File: src/pcr_pkg.sv
package pcr_pkg;
  // Register map
  localparam logic [7:0] ADDR_PORT0   = 8'h80;
  localparam logic [7:0] ADDR_PORT2   = 8'hA0;
  localparam logic [7:0] ADDR_ROUTE0  = 8'hE1;
  localparam logic [7:0] ADDR_ROUTE1  = 8'hE2;

  // Reset values and writable masks
  localparam logic [7:0] RST_PORT0    = 8'hFF;
  localparam logic [7:0] RST_PORT2    = 8'h01;
  localparam logic [7:0] RST_ROUTE0   = 8'h00;
  localparam logic [7:0] RST_ROUTE1   = 8'h00;
  localparam logic [7:0] MASK_PORT2   = 8'h01;
  localparam logic [7:0] MASK_ROUTE0  = 8'h3F;
  localparam logic [7:0] MASK_ROUTE1  = 8'hFB;

  // Routing register 0 fields
  localparam int R0_ASYNC_SERIAL      = 0;
  localparam int R0_SYNC_SERIAL       = 1;
  localparam int R0_TWOWIRE           = 2;
  localparam int R0_SYSCLK_OUT        = 3;
  localparam int R0_CMP               = 4;
  localparam int R0_ASYNC_CMP         = 5;

  // Routing register 1 fields
  localparam int R1_COUNTER_SEL_LO    = 0;
  localparam int R1_COUNT_INPUT       = 3;
  localparam int R1_TIMER0_INPUT      = 4;
  localparam int R1_TIMER1_INPUT      = 5;
  localparam int R1_ROUTING_ENABLE    = 6;
  localparam int R1_PULLUP_DISABLE    = 7;

  // Port geometry
  localparam int NUM_PINS             = 8;
  localparam int SERIAL_TX_PIN        = 4;
  localparam int SERIAL_RX_PIN        = 5;
  localparam logic [7:0] SERIAL_PINS  = 8'h30;

  // Routed signals in priority order
  localparam int NUM_SIGS             = 15;
  typedef logic [3:0] pcr_sig_t;
  localparam pcr_sig_t SIG_SPI_SCK    = 4'h0;
  localparam pcr_sig_t SIG_SPI_MISO   = 4'h1;
  localparam pcr_sig_t SIG_SPI_MOSI   = 4'h2;
  localparam pcr_sig_t SIG_SPI_NSS    = 4'h3;
  localparam pcr_sig_t SIG_TW_DATA    = 4'h4;
  localparam pcr_sig_t SIG_TW_CLOCK   = 4'h5;
  localparam pcr_sig_t SIG_CMP        = 4'h6;
  localparam pcr_sig_t SIG_ASYNC_CMP  = 4'h7;
  localparam pcr_sig_t SIG_SYSCLK     = 4'h8;
  localparam pcr_sig_t SIG_COUNTER_MODULE0_IO       = 4'h9;
  localparam pcr_sig_t SIG_CEX1       = 4'hA;
  localparam pcr_sig_t SIG_CEX2       = 4'hB;
  localparam pcr_sig_t SIG_ECI        = 4'hC;
  localparam pcr_sig_t SIG_T0         = 4'hD;
  localparam pcr_sig_t SIG_T1         = 4'hE;
  localparam pcr_sig_t SIG_NONE       = 4'hF;
endpackage

File: src/pcr_pin_cell.sv
`timescale 1ns/1ps
module pcr_pin_cell (
  input  wire logic clk_in,          // System clock
  input  wire logic rst_in,          // Synchronous reset
  input  wire logic routed_in,       // Pin owned by a peripheral
  input  wire logic periph_val_in,   // Peripheral output level
  input  wire logic periph_drive_in, // Peripheral wants to drive
  input  wire logic latch_in,        // Port latch bit
  input  wire logic push_pull_in,    // Output mode, 1 = push-pull
  input  wire logic force_od_in,     // Two-wire pin, always open-drain
  input  wire logic route_en_in,     // Routing enable
  input  wire logic pud_in,          // Pull-up disable
  output logic      pin_out,         // Pin output level
  output logic      pin_oe_n_out,    // Low while driving
  output logic      pullup_out       // Weak pull-up on
);
  logic val;
  logic drive_req;
  logic od;
  logic next_oe_n;

  always_comb begin
    val       = routed_in ? periph_val_in : latch_in;
    drive_req = routed_in ? periph_drive_in : 1'b1;
    od        = force_od_in | ~push_pull_in;
    // Open-drain only sinks; a high is left to the pull-up
    next_oe_n = ~(route_en_in & drive_req & (~od | ~val));
  end

  always_ff @(posedge clk_in) begin
    if (rst_in) begin
      pin_out      <= 1'b1;
      pin_oe_n_out <= 1'b1;
      pullup_out   <= 1'b0;
    end else begin
      pin_out      <= val;
      pin_oe_n_out <= next_oe_n;
      // Pull-up off while sinking to save power
      pullup_out   <= ~pud_in & od & next_oe_n;
    end
  end
endmodule

File: src/pcr_router.sv
`timescale 1ns/1ps
module pcr_router (
  input  wire logic                           CLK_IN,            // System clock
  input  wire logic                           RST_IN,            // Synchronous reset
  input  wire logic [7:0]                     SFR_ADDR_IN,       // Register byte address
  input  wire logic                           SFR_WR_IN,         // Byte write strobe
  input  wire logic [7:0]                     SFR_WDATA_IN,      // Byte write data
  input  wire logic                           SFR_BIT_WR_IN,     // Single-bit write strobe
  input  wire logic [2:0]                     SFR_BIT_SEL_IN,    // Bit position
  input  wire logic                           SFR_BIT_VAL_IN,    // Bit value
  input  wire logic                           SFR_RD_IN,         // Read strobe
  input  wire logic                           SFR_RMW_IN,        // Read is part of read-modify-write
  output logic [7:0]                          SFR_RDATA_OUT,     // Read data, next cycle
  input  wire logic [pcr_pkg::NUM_PINS-1:0]   PIN_SKIP_MASK_IN,  // Pins the router passes over
  input  wire logic [pcr_pkg::NUM_PINS-1:0]   PIN_OUTPUT_MODE_IN,// 1 = push-pull
  input  wire logic [pcr_pkg::NUM_PINS-1:0]   PIN_IN,            // Port 0 pin levels
  output logic [pcr_pkg::NUM_PINS-1:0]        PIN_OUT,           // Port 0 pin drive level
  output logic [pcr_pkg::NUM_PINS-1:0]        PIN_OE_N_OUT,      // Port 0 low while driving
  output logic [pcr_pkg::NUM_PINS-1:0]        PIN_PULLUP_OUT,    // Port 0 weak pull-ups
  input  wire logic                           P2_PIN_IN,         // Port 2 pin level
  input  wire logic                           P2_PUSH_PULL_IN,   // Port 2 output mode
  output logic                                P2_PIN_OUT,        // Port 2 drive level
  output logic                                P2_OE_N_OUT,       // Port 2 low while driving
  output logic                                P2_PULLUP_OUT,     // Port 2 weak pull-up
  input  wire logic                           SERIAL_TX_LINE_IN, // Serial transmit from peripheral
  output logic                                SERIAL_RX_LINE_OUT,// Serial receive to peripheral
  input  wire logic [pcr_pkg::NUM_SIGS-1:0]   PERIPH_VAL_IN,     // Routed signal levels
  input  wire logic [pcr_pkg::NUM_SIGS-1:0]   PERIPH_DRIVE_IN,   // Routed signal drive requests
  output logic [pcr_pkg::NUM_SIGS-1:0]        PERIPH_LEVEL_OUT   // Pin level seen by each signal
);
  import pcr_pkg::*;

  logic [7:0]          port0_latch;
  logic [7:0]          port2_latch;
  logic [7:0]          routing_select_0;
  logic [7:0]          routing_select_1;
  logic                routing_enable;
  logic                pullup_disable;
  logic                async_serial_route_en;
  logic [1:0]          counter_array_route_sel;
  logic [NUM_SIGS-1:0] sig_en;
  logic [NUM_SIGS-1:0] sig_used;
  pcr_sig_t            pin_sig [NUM_PINS];
  logic [NUM_PINS-1:0] pin_routed;
  logic [NUM_PINS-1:0] pin_tw;
  logic [NUM_PINS-1:0] pin_val;
  logic [NUM_PINS-1:0] pin_drive;
  logic [NUM_PINS-1:0] taken;
  logic [7:0]          next_rdata;
  logic [NUM_SIGS-1:0] next_level;
  int                  free_cnt;
  logic                found;

  assign routing_enable          = routing_select_1[R1_ROUTING_ENABLE];
  assign pullup_disable          = routing_select_1[R1_PULLUP_DISABLE];
  assign async_serial_route_en   = routing_select_0[R0_ASYNC_SERIAL];
  assign counter_array_route_sel = routing_select_1[R1_COUNTER_SEL_LO +: 2];

  // Port latches
  always_ff @(posedge CLK_IN) begin
    if (RST_IN) begin
      port0_latch <= RST_PORT0;
    end else if (SFR_WR_IN && SFR_ADDR_IN == ADDR_PORT0) begin
      port0_latch <= SFR_WDATA_IN;
    end else if (SFR_BIT_WR_IN && SFR_ADDR_IN == ADDR_PORT0) begin
      port0_latch[SFR_BIT_SEL_IN] <= SFR_BIT_VAL_IN;
    end
  end

  always_ff @(posedge CLK_IN) begin
    if (RST_IN) begin
      port2_latch <= RST_PORT2;
    end else if (SFR_WR_IN && SFR_ADDR_IN == ADDR_PORT2) begin
      port2_latch <= SFR_WDATA_IN & MASK_PORT2;
    end else if (SFR_BIT_WR_IN && SFR_ADDR_IN == ADDR_PORT2 && SFR_BIT_SEL_IN == 3'h0) begin
      port2_latch[0] <= SFR_BIT_VAL_IN;
    end
  end

  // Routing registers are not bit addressable
  always_ff @(posedge CLK_IN) begin
    if (RST_IN) begin
      routing_select_0 <= RST_ROUTE0;
      routing_select_1 <= RST_ROUTE1;
    end else if (SFR_WR_IN) begin
      if (SFR_ADDR_IN == ADDR_ROUTE0) begin
        routing_select_0 <= SFR_WDATA_IN & MASK_ROUTE0;
      end
      if (SFR_ADDR_IN == ADDR_ROUTE1) begin
        routing_select_1 <= SFR_WDATA_IN & MASK_ROUTE1;
      end
    end
  end

  // Read path; unmapped addresses read zero
  always_comb begin
    next_rdata = 8'h00;
    case (SFR_ADDR_IN)
      ADDR_PORT0:  next_rdata = SFR_RMW_IN ? port0_latch : PIN_IN;
      ADDR_PORT2:  next_rdata = SFR_RMW_IN ? port2_latch : {7'h00, P2_PIN_IN};
      ADDR_ROUTE0: next_rdata = routing_select_0;
      ADDR_ROUTE1: next_rdata = routing_select_1;
      default:     next_rdata = 8'h00;
    endcase
  end

  always_ff @(posedge CLK_IN) begin
    if (RST_IN) begin
      SFR_RDATA_OUT <= 8'h00;
    end else if (SFR_RD_IN) begin
      SFR_RDATA_OUT <= next_rdata;
    end
  end

  // Signal enables in priority order
  always_comb begin
    sig_en                = '0;
    sig_en[SIG_SPI_SCK]   = routing_select_0[R0_SYNC_SERIAL];
    sig_en[SIG_SPI_MISO]  = routing_select_0[R0_SYNC_SERIAL];
    sig_en[SIG_SPI_MOSI]  = routing_select_0[R0_SYNC_SERIAL];
    sig_en[SIG_SPI_NSS]   = routing_select_0[R0_SYNC_SERIAL];
    sig_en[SIG_TW_DATA]   = routing_select_0[R0_TWOWIRE];
    sig_en[SIG_TW_CLOCK]  = routing_select_0[R0_TWOWIRE];
    sig_en[SIG_CMP]       = routing_select_0[R0_CMP];
    sig_en[SIG_ASYNC_CMP] = routing_select_0[R0_ASYNC_CMP];
    sig_en[SIG_SYSCLK]    = routing_select_0[R0_SYSCLK_OUT];
    sig_en[SIG_COUNTER_MODULE0_IO]      = counter_array_route_sel != 2'h0;
    sig_en[SIG_CEX1]      = counter_array_route_sel[1];
    sig_en[SIG_CEX2]      = counter_array_route_sel == 2'h3;
    sig_en[SIG_ECI]       = routing_select_1[R1_COUNT_INPUT];
    sig_en[SIG_T0]        = routing_select_1[R1_TIMER0_INPUT];
    sig_en[SIG_T1]        = routing_select_1[R1_TIMER1_INPUT];
  end

  // Priority decoder: walk signals, each takes the lowest free pin
  always_comb begin
    free_cnt = 0;
    found    = 1'b0;
    sig_used = '0;
    taken    = PIN_SKIP_MASK_IN | (async_serial_route_en ? SERIAL_PINS : 8'h00);
    for (int p = 0; p < NUM_PINS; p++) begin
      pin_sig[p] = SIG_NONE;
    end
    for (int s = 0; s < NUM_SIGS; s++) begin
      if (sig_en[s]) begin
        found = 1'b0;
        // Two-wire data only proceeds if its clock also fits
        if (s == int'(SIG_TW_DATA)) begin
          free_cnt = 0;
          for (int p = 0; p < NUM_PINS; p++) begin
            if (!taken[p]) free_cnt++;
          end
        end
        if (!((s == int'(SIG_TW_DATA) && free_cnt < 2) ||
              (s == int'(SIG_TW_CLOCK) && !sig_used[SIG_TW_DATA]))) begin
          for (int p = 0; p < NUM_PINS; p++) begin
            if (!found && !taken[p]) begin
              taken[p]    = 1'b1;
              pin_sig[p]  = pcr_sig_t'(s);
              sig_used[s] = 1'b1;
              found       = 1'b1;
            end
          end
        end
      end
    end
  end

  // Pin-side mux
  always_comb begin
    for (int p = 0; p < NUM_PINS; p++) begin
      pin_routed[p] = pin_sig[p] != SIG_NONE;
      pin_tw[p]     = pin_sig[p] == SIG_TW_DATA || pin_sig[p] == SIG_TW_CLOCK;
      pin_val[p]    = pin_routed[p] ? PERIPH_VAL_IN[pin_sig[p]] : 1'b1;
      pin_drive[p]  = pin_routed[p] ? PERIPH_DRIVE_IN[pin_sig[p]] : 1'b0;
    end
    if (async_serial_route_en) begin
      pin_routed[SERIAL_TX_PIN] = 1'b1;
      pin_val[SERIAL_TX_PIN]    = SERIAL_TX_LINE_IN;
      pin_drive[SERIAL_TX_PIN]  = 1'b1;
      pin_routed[SERIAL_RX_PIN] = 1'b1;
      pin_drive[SERIAL_RX_PIN]  = 1'b0;
    end
  end

  // Unrouted signals see an idle high
  always_comb begin
    next_level = '1;
    for (int p = 0; p < NUM_PINS; p++) begin
      if (pin_sig[p] != SIG_NONE) begin
        next_level[pin_sig[p]] = PIN_IN[p];
      end
    end
  end

  always_ff @(posedge CLK_IN) begin
    if (RST_IN) begin
      PERIPH_LEVEL_OUT   <= '1;
      SERIAL_RX_LINE_OUT <= 1'b1;
    end else begin
      PERIPH_LEVEL_OUT   <= routing_enable ? next_level : '1;
      SERIAL_RX_LINE_OUT <= (routing_enable && async_serial_route_en) ? PIN_IN[SERIAL_RX_PIN] : 1'b1;
    end
  end

  for (genvar g = 0; g < NUM_PINS; g++) begin : g_pin
    pcr_pin_cell u_cell (
      .clk_in          (CLK_IN),
      .rst_in          (RST_IN),
      .routed_in       (pin_routed[g]),
      .periph_val_in   (pin_val[g]),
      .periph_drive_in (pin_drive[g]),
      .latch_in        (port0_latch[g]),
      .push_pull_in    (PIN_OUTPUT_MODE_IN[g]),
      .force_od_in     (pin_tw[g]),
      .route_en_in     (routing_enable),
      .pud_in          (pullup_disable),
      .pin_out         (PIN_OUT[g]),
      .pin_oe_n_out    (PIN_OE_N_OUT[g]),
      .pullup_out      (PIN_PULLUP_OUT[g])
    );
  end

  pcr_pin_cell u_p2_cell (
    .clk_in          (CLK_IN),
    .rst_in          (RST_IN),
    .routed_in       (1'b0),
    .periph_val_in   (1'b1),
    .periph_drive_in (1'b0),
    .latch_in        (port2_latch[0]),
    .push_pull_in    (P2_PUSH_PULL_IN),
    .force_od_in     (1'b0),
    .route_en_in     (routing_enable),
    .pud_in          (pullup_disable),
    .pin_out         (P2_PIN_OUT),
    .pin_oe_n_out    (P2_OE_N_OUT),
    .pullup_out      (P2_PULLUP_OUT)
  );

  // Checks
  logic [NUM_PINS-1:0] tw_pins_q;
  always_ff @(posedge CLK_IN) begin
    if (RST_IN) tw_pins_q <= '0;
    else        tw_pins_q <= pin_tw;
  end

  property p_async_cmp;
    @(posedge CLK_IN) disable iff (RST_IN) !routing_select_0[R0_ASYNC_CMP] |-> !sig_used[SIG_ASYNC_CMP];
  endproperty
  a_async_cmp: assert property (p_async_cmp) else $error("async comparator routed while disabled");

  property p_serial_tx;
    @(posedge CLK_IN) disable iff (RST_IN)
      (routing_enable && async_serial_route_en && !SERIAL_TX_LINE_IN)
      |=> (PIN_OE_N_OUT[SERIAL_TX_PIN] == 1'b0 && PIN_OUT[SERIAL_TX_PIN] == 1'b0);
  endproperty
  a_serial_tx: assert property (p_serial_tx) else $error("serial transmit low not on pin 4");

  property p_timer_inputs;
    @(posedge CLK_IN) disable iff (RST_IN)
      (sig_used[SIG_T1] |-> routing_select_1[R1_TIMER1_INPUT]) and
      (sig_used[SIG_T0] |-> routing_select_1[R1_TIMER0_INPUT]);
  endproperty
  a_timer_inputs: assert property (p_timer_inputs) else $error("timer input routed while disabled");

  property p_count_input;
    @(posedge CLK_IN) disable iff (RST_IN) sig_used[SIG_ECI] |-> routing_select_1[R1_COUNT_INPUT];
  endproperty
  a_count_input: assert property (p_count_input) else $error("count input routed while disabled");

  property p_latch_write;
    @(posedge CLK_IN) disable iff (RST_IN)
      (SFR_WR_IN && SFR_ADDR_IN == ADDR_PORT0) |=> port0_latch == $past(SFR_WDATA_IN);
  endproperty
  a_latch_write: assert property (p_latch_write) else $error("port 0 write not latched");

  property p_pin_read;
    @(posedge CLK_IN) disable iff (RST_IN)
      (SFR_RD_IN && !SFR_RMW_IN && SFR_ADDR_IN == ADDR_PORT0) |=> SFR_RDATA_OUT == $past(PIN_IN);
  endproperty
  a_pin_read: assert property (p_pin_read) else $error("port read did not return pins");

  property p_rmw_read;
    @(posedge CLK_IN) disable iff (RST_IN)
      (SFR_RD_IN && SFR_RMW_IN && SFR_ADDR_IN == ADDR_PORT0) |=> SFR_RDATA_OUT == $past(port0_latch);
  endproperty
  a_rmw_read: assert property (p_rmw_read) else $error("read-modify-write did not read latch");

  property p_bit_write;
    @(posedge CLK_IN) disable iff (RST_IN)
      (SFR_BIT_WR_IN && !SFR_WR_IN && SFR_ADDR_IN == ADDR_PORT0)
      |=> port0_latch[$past(SFR_BIT_SEL_IN)] == $past(SFR_BIT_VAL_IN);
  endproperty
  a_bit_write: assert property (p_bit_write) else $error("bit write lost");

  property p_counter_sel;
    @(posedge CLK_IN) disable iff (RST_IN)
      (counter_array_route_sel == 2'h1) |-> !sig_used[SIG_CEX1] && !sig_used[SIG_CEX2];
  endproperty
  a_counter_sel: assert property (p_counter_sel) else $error("extra counter modules routed");

  property p_reserved;
    @(posedge CLK_IN) disable iff (RST_IN) routing_select_0[7:6] == 2'h0 && routing_select_1[2] == 1'b0;
  endproperty
  a_reserved: assert property (p_reserved) else $error("reserved routing bit set");

  property p_lowest_pin;
    @(posedge CLK_IN) disable iff (RST_IN)
      (routing_select_0[R0_SYNC_SERIAL] && !PIN_SKIP_MASK_IN[0]) |-> pin_sig[0] == SIG_SPI_SCK;
  endproperty
  a_lowest_pin: assert property (p_lowest_pin) else $error("first signal not on lowest pin");

  property p_disabled_inputs;
    @(posedge CLK_IN) disable iff (RST_IN) !routing_enable |=> PIN_OE_N_OUT == '1 && P2_OE_N_OUT;
  endproperty
  a_disabled_inputs: assert property (p_disabled_inputs) else $error("driver on while routing off");

  property p_pullup;
    @(posedge CLK_IN) disable iff (RST_IN) (PIN_PULLUP_OUT & ~PIN_OE_N_OUT & ~PIN_OUT) == '0;
  endproperty
  a_pullup: assert property (p_pullup) else $error("pull-up on while driving low");

  property p_twowire;
    @(posedge CLK_IN) disable iff (RST_IN)
      (tw_pins_q & ~PIN_OE_N_OUT & PIN_OUT) == '0 && (sig_used[SIG_TW_DATA] == sig_used[SIG_TW_CLOCK]);
  endproperty
  a_twowire: assert property (p_twowire) else $error("two-wire pin not open-drain or unpaired");

  c_serial_on:  cover property (@(posedge CLK_IN) disable iff (RST_IN) routing_enable && async_serial_route_en);
  c_all_counter: cover property (@(posedge CLK_IN) disable iff (RST_IN) sig_used[SIG_CEX2]);
  c_tw_routed:  cover property (@(posedge CLK_IN) disable iff (RST_IN) sig_used[SIG_TW_CLOCK] && routing_enable);
  c_rmw_read:   cover property (@(posedge CLK_IN) disable iff (RST_IN) SFR_RD_IN && SFR_RMW_IN);
endmodule

File: config.mk
export PLATFORM = sky130hd
export DESIGN_NAME = pcr_router
export DESIGN_NICKNAME = d
export VERILOG_FILES = /design/src/pcr_pkg.sv /design/src/pcr_pin_cell.sv /design/src/pcr_router.sv
export SDC_FILE = /design/constraint.sdc
export NUM_CORES = 1
export LEC_CHECK = 0
export BUFFER_PORTS_ARGS = -buffer_cell sky130_fd_sc_hd__buf_2
export CAP_MARGIN = 5
export CORE_MARGIN = 2
export CORE_UTILIZATION = 55
export DETAILED_ROUTE_END_ITERATION = 7
export PLACE_DENSITY = 0.79
export SLEW_MARGIN = 20
export SYNTH_ARGS = -nofsm -noshare
export SYNTH_HDL_FRONTEND = slang
export SYNTH_SLANG_ARGS = --single-unit
File: constraint.sdc
create_clock -name CLK_IN -period 9.6 [get_ports CLK_IN]
set_input_delay 0.48 -clock CLK_IN [delete_from_list [all_inputs] [get_ports CLK_IN]]
set_output_delay 0.48 -clock CLK_IN [all_outputs]
set_load 0.02 [all_outputs]
==> results list <==
- Antenna violations before repair: 1
- Routed Wire Length: ~48000 µm
* TritonCTS clock tree: built
- Across the VDD grid, the largest voltage drop is 0.0001068 V.
* Via count: 13901
* Count of pins over their slew limit: 0
* Worst endpoint required time: 9840 ps
* Via/cell ratio: 7.014
- The critical path in this run is classified as flop to flop.
- Buffer levels on the longest clock path: 2
- The worst hold path begins at P2_PUSH_PULL_IN.
- Leakage power of the design: 4.910 nW
* Share of the clock period used by the worst path after layout: 95.72%
- Count of boundary I/O pins: 134
- For this run the aggregate overflow at the end of global routing stands at 0.
* Combined area of all synthesized cells: 11010 µm²
- In this run the core area contains 51 standard-cell rows.
* Hold Path Sink: u_p2_cell.pullup_out
- Counting flops with a built-in enable in the synthesized netlist gives 0.
- Reg-to-reg setup timing slack: about 400 ps
* Total nets after synthesis: between 1500 and 2000
* Cell depth of the worst flop-to-flop path: 39
* Launch point of the worst reg-to-reg path: routing_select_0[1]
* Max transition margin: 15.79%
- The worst hold path belongs to the class primary input to flop.
- Area fraction of the dominant cell type after synthesis: 13.27%
- The number of global-route vias before repair came to 12569.
* Synth async-reset ratio: 0%
* Arr. time, crit path: 9430 ps
* Most used flip-flop cell after synthesis: sky130_fd_sc_hd__dfxtp_1
* Number of endpoints failing setup at the final stage: 0
- Of the cells placed in the final design, the portion with a size suffix greater than 1 is 24.17%.
* Floorplan die area: 21160 µm²
- Final hold analysis gives a worst-case slack of 281.3 ps.
* Post-CTS Hold Buffers: 0
- For the pin with the worst max-slew slack, the measured transition is 1252 ps.
* Inserted Diodes: 0
- Detailed placement finished with a half-perimeter wire length of 37090 µm.
* Cell depth of the worst min-delay path: 2
- In this run the number of H-tree levels came out at 3.
- Final Critical Period: between 9000 and 10000 ps
* Seq cells post-synth: 73
- Dominant cell type by area after synthesis: sky130_fd_sc_hd__dfxtp_1
- Fin. Hold Viols: 0
- Clock root buffer master: sky130_fd_sc_hd__clkbuf_16
* Result of the run: complete, no violations
- Synthesis Warnings: 0
- Post-route cell area: 12800 µm²
- Remaining antenna violation count: 0
* Nets@finish: between 1500 and 2000
- Wire length per cell after detailed routing: 24.01 µm
- The pre-antenna-repair detailed-routing pass consisted of 5 iterations.
- Count of unresolved DRC violations after routing: 0
* Overall power after layout: 0.9894 mW
- In this design, the stage delay of the slowest critical-path cell is approximately 460 ps.
- Ranked by total cell area, the synthesized netlist is headed by sky130_fd_sc_hd__dfxtp_1 (13%), sky130_fd_sc_hd__a21oi_1 (6.4%), sky130_fd_sc_hd__mux2i_1 (6.0%).
- Later-pin clock latency in the skew report: 360 ps
- For this configuration, the core starts out at a cell density of a little under three fifths.
* Worst setup EP type: flop
* Post-CTS clock slew at the launch and capture registers of the worst setup and hold paths: about 80 ps
- Portion of the post-synthesis area used by sequential elements: 13.27%
- In this run the power density over the cells is 77.30 nW/µm².
- In this run, the number of DRC markers left after iteration 0 of detailed routing was between 1500 and 2000.
- Num Clock Sinks: 73
- Reg2Reg Capture Point: g_pin[7].u_cell.pullup_out
- Clock tree synthesis inserted a total of 9 buffers.
- Across the routed clock network, the largest skew measured is about 15 ps.
* Total placed instance area: around 12000 µm²
* Final core occ: 65.55%
* Pin count of the biggest net entering global routing: 49
- Cell with the most instances after synthesis: sky130_fd_sc_hd__nor2_1
* Layout Area Growth over Synthesis: 16.25%
- In the global route stage, overall resource usage came out at 42.91%.
- Port buffering added 133 buffers.
- Floorplan core area: 19530 µm²
* Width of the die: 145.5 µm
* Wire length of the first global-routing pass: 71970 µm
- Startpoint types: flop
* Count of distinct cell types in the synthesized netlist: ~120
- Ranked by instance count, the synthesized netlist is headed by sky130_fd_sc_hd__nor2_1 (171), sky130_fd_sc_hd__nand2_1 (162), sky130_fd_sc_hd__a21oi_1 (141).
- CP max FO: 8
- In this run the vertical extent of the chip is 145.5 µm.
- Most used cell along the critical path: sky130_fd_sc_hd__ha_1
- Adding up every negative setup slack in the final design gives 0 ps.
- For this design, the slowest cell found on the critical path is sky130_fd_sc_hd__a2111o_2.
* Upper clock frequency limit: 108.8 MHz
* Mapped Avg Cell Area: 7.017 µm²
- At the end of routability-driven placement, the weighted congestion stood at between 1 and 1.5.
- Synthesized netlist cell count: 1569
- Max-cap violations in this run came to 0.
metrics by stage:
| stage | cells | worst slack (ps) |
|---|---|---|
| after floorplan | 1569 | 54.73 |
| after global placement | 1943 | 2.387 |
| after detailed placement | 1943 | -282.3 |
| after CTS | 1959 | 56.83 |
| after global routing | 1982 | -24.41 |
| final | 1982 | 410.6 |
timing repair:
action / in CTS / in global routing
pin swaps: 0 / 15
gates resized for setup: 2 / 48
setup buffers: 0 / 23
setup endpoints to repair: 4 / 18
logic make-up after synthesis:
logic type / after synthesis / synth area share (%)
AOI/OAI and AO/OA: 591 / 38.98
buffers and inverters: 164 / 7.137
xor gates and xnor gates: 18 / 1.671
DFF: 73 / 13.27
adders and majority gates: 21 / 2.159
muxes: 90 / 8.967
and+or+nand+nor: 612 / 27.81
registers in the layout (all words and copies together) (netlist names), 6 cells and up:
register / cells
PERIPH_LEVEL_OUT: 15
SFR_RDATA_OUT: 8
g_pin.u_cell.pin_oe_n_out: 8
g_pin.u_cell.pin_out: 8
g_pin.u_cell.pullup_out: 8
port0_latch: 8
routing_select_0: 6
routing_select_1: 7
report_power, final:
| part | internal [mW] | leakage [nW] | switching (mW) |
|---|---|---|---|
| registers | 0.305 | 0.592 | 0.000807 |
| clock network | 0.184 | 0.147 | 0.166 |
| logic | 0.115 | 4.17 | 0.218 |
placed cells by master, fill, tap and decap left out, types with 14 or more instances in the layout:
cell type | netlist | final
sky130_fd_sc_hd__nand2b_1 | 22 | 22
sky130_fd_sc_hd__dfxtp_1 | 73 | 73
sky130_fd_sc_hd__a211o_1 | 15 | 15
sky130_fd_sc_hd__and3_1 | 16 | 16
sky130_fd_sc_hd__o21ai_0 | 87 | 81
sky130_fd_sc_hd__a211oi_1 | 37 | 34
sky130_fd_sc_hd__a21oi_1 | 141 | 138
sky130_fd_sc_hd__o22ai_1 | 25 | 25
sky130_fd_sc_hd__xnor2_1 | 14 | 14
sky130_fd_sc_hd__inv_1 | 38 | 38
sky130_fd_sc_hd__a31oi_1 | 34 | 32
sky130_fd_sc_hd__nor3_1 | 27 | 26
sky130_fd_sc_hd__mux2_2 | 17 | 17
sky130_fd_sc_hd__mux2i_1 | 66 | 66
sky130_fd_sc_hd__nand3_1 | 66 | 65
sky130_fd_sc_hd__o211ai_1 | 22 | 22
sky130_fd_sc_hd__a221oi_1 | 17 | 15
sky130_fd_sc_hd__a22oi_1 | 18 | 18
sky130_fd_sc_hd__nor2_1 | 171 | 168
sky130_fd_sc_hd__and2_1 | 17 | 16
sky130_fd_sc_hd__or2_2 | 15 | 15
sky130_fd_sc_hd__nor2b_1 | 25 | 25
sky130_fd_sc_hd__nand2_1 | 162 | 160
sky130_fd_sc_hd__o21ai_1 | 12 | 15
sky130_fd_sc_hd__buf_2 | 13 | 133
sky130_fd_sc_hd__buf_4 | 31 | 118
worst max-delay path by stage:
stage                                    to                 from  depth (start not counted)  slack, ps
3_3_place_gp   g_pin[7].u_cell.pin_oe_n_out  PIN_SKIP_MASK_IN[0]                         38          2
3_5_place_dp     g_pin[7].u_cell.pullup_out  PIN_SKIP_MASK_IN[0]                         38       -280
6_report         g_pin[7].u_cell.pullup_out  routing_select_0[1]                         39        410
2_1_floorplan  g_pin[7].u_cell.pin_oe_n_out  routing_select_0[1]                         44         50
5_1_grt          g_pin[7].u_cell.pullup_out  routing_select_0[1]                         43        -20
4_1_cts          g_pin[7].u_cell.pullup_out  routing_select_0[1]                         37         60
worst max-delay path: cells and delay by family, from the launching register on:
family | cells | cell delay (ps)
AOI/OAI and AO/OA | 16 | 3520
xor gates and xnor gates | 1 | 170
adders and majority gates | 6 | 1810
buffers and inverters | 6 | 990
DFF | 1 | 340
muxes | 1 | 380
and+or+nand+nor | 9 | 1820
per-layer routing:
layer	part of all wire, %	vias up	wire length, µm	GRT usage (%)
li1	-	6279	-	-
met5	0.042	-	20	0
met3	13	157	5973	11.47
met2	41	979	19610	62.13
met4	5.1	2	2450	20.59
met1	41	6484	19530	58.99
final cells by class:
class / count / area, µm²
clock buffers: 9 / 225.2
multi-input cells: 1332 / 8972
inverters: 43 / 162.7
well taps: 265 / 331.6
clock inverters: 7 / 71.32
flip-flops and latches: 73 / 1461
repair buffers: 253 / 1574
fillers: 1819 / 6728
Power figures use the tool's default switching activity.
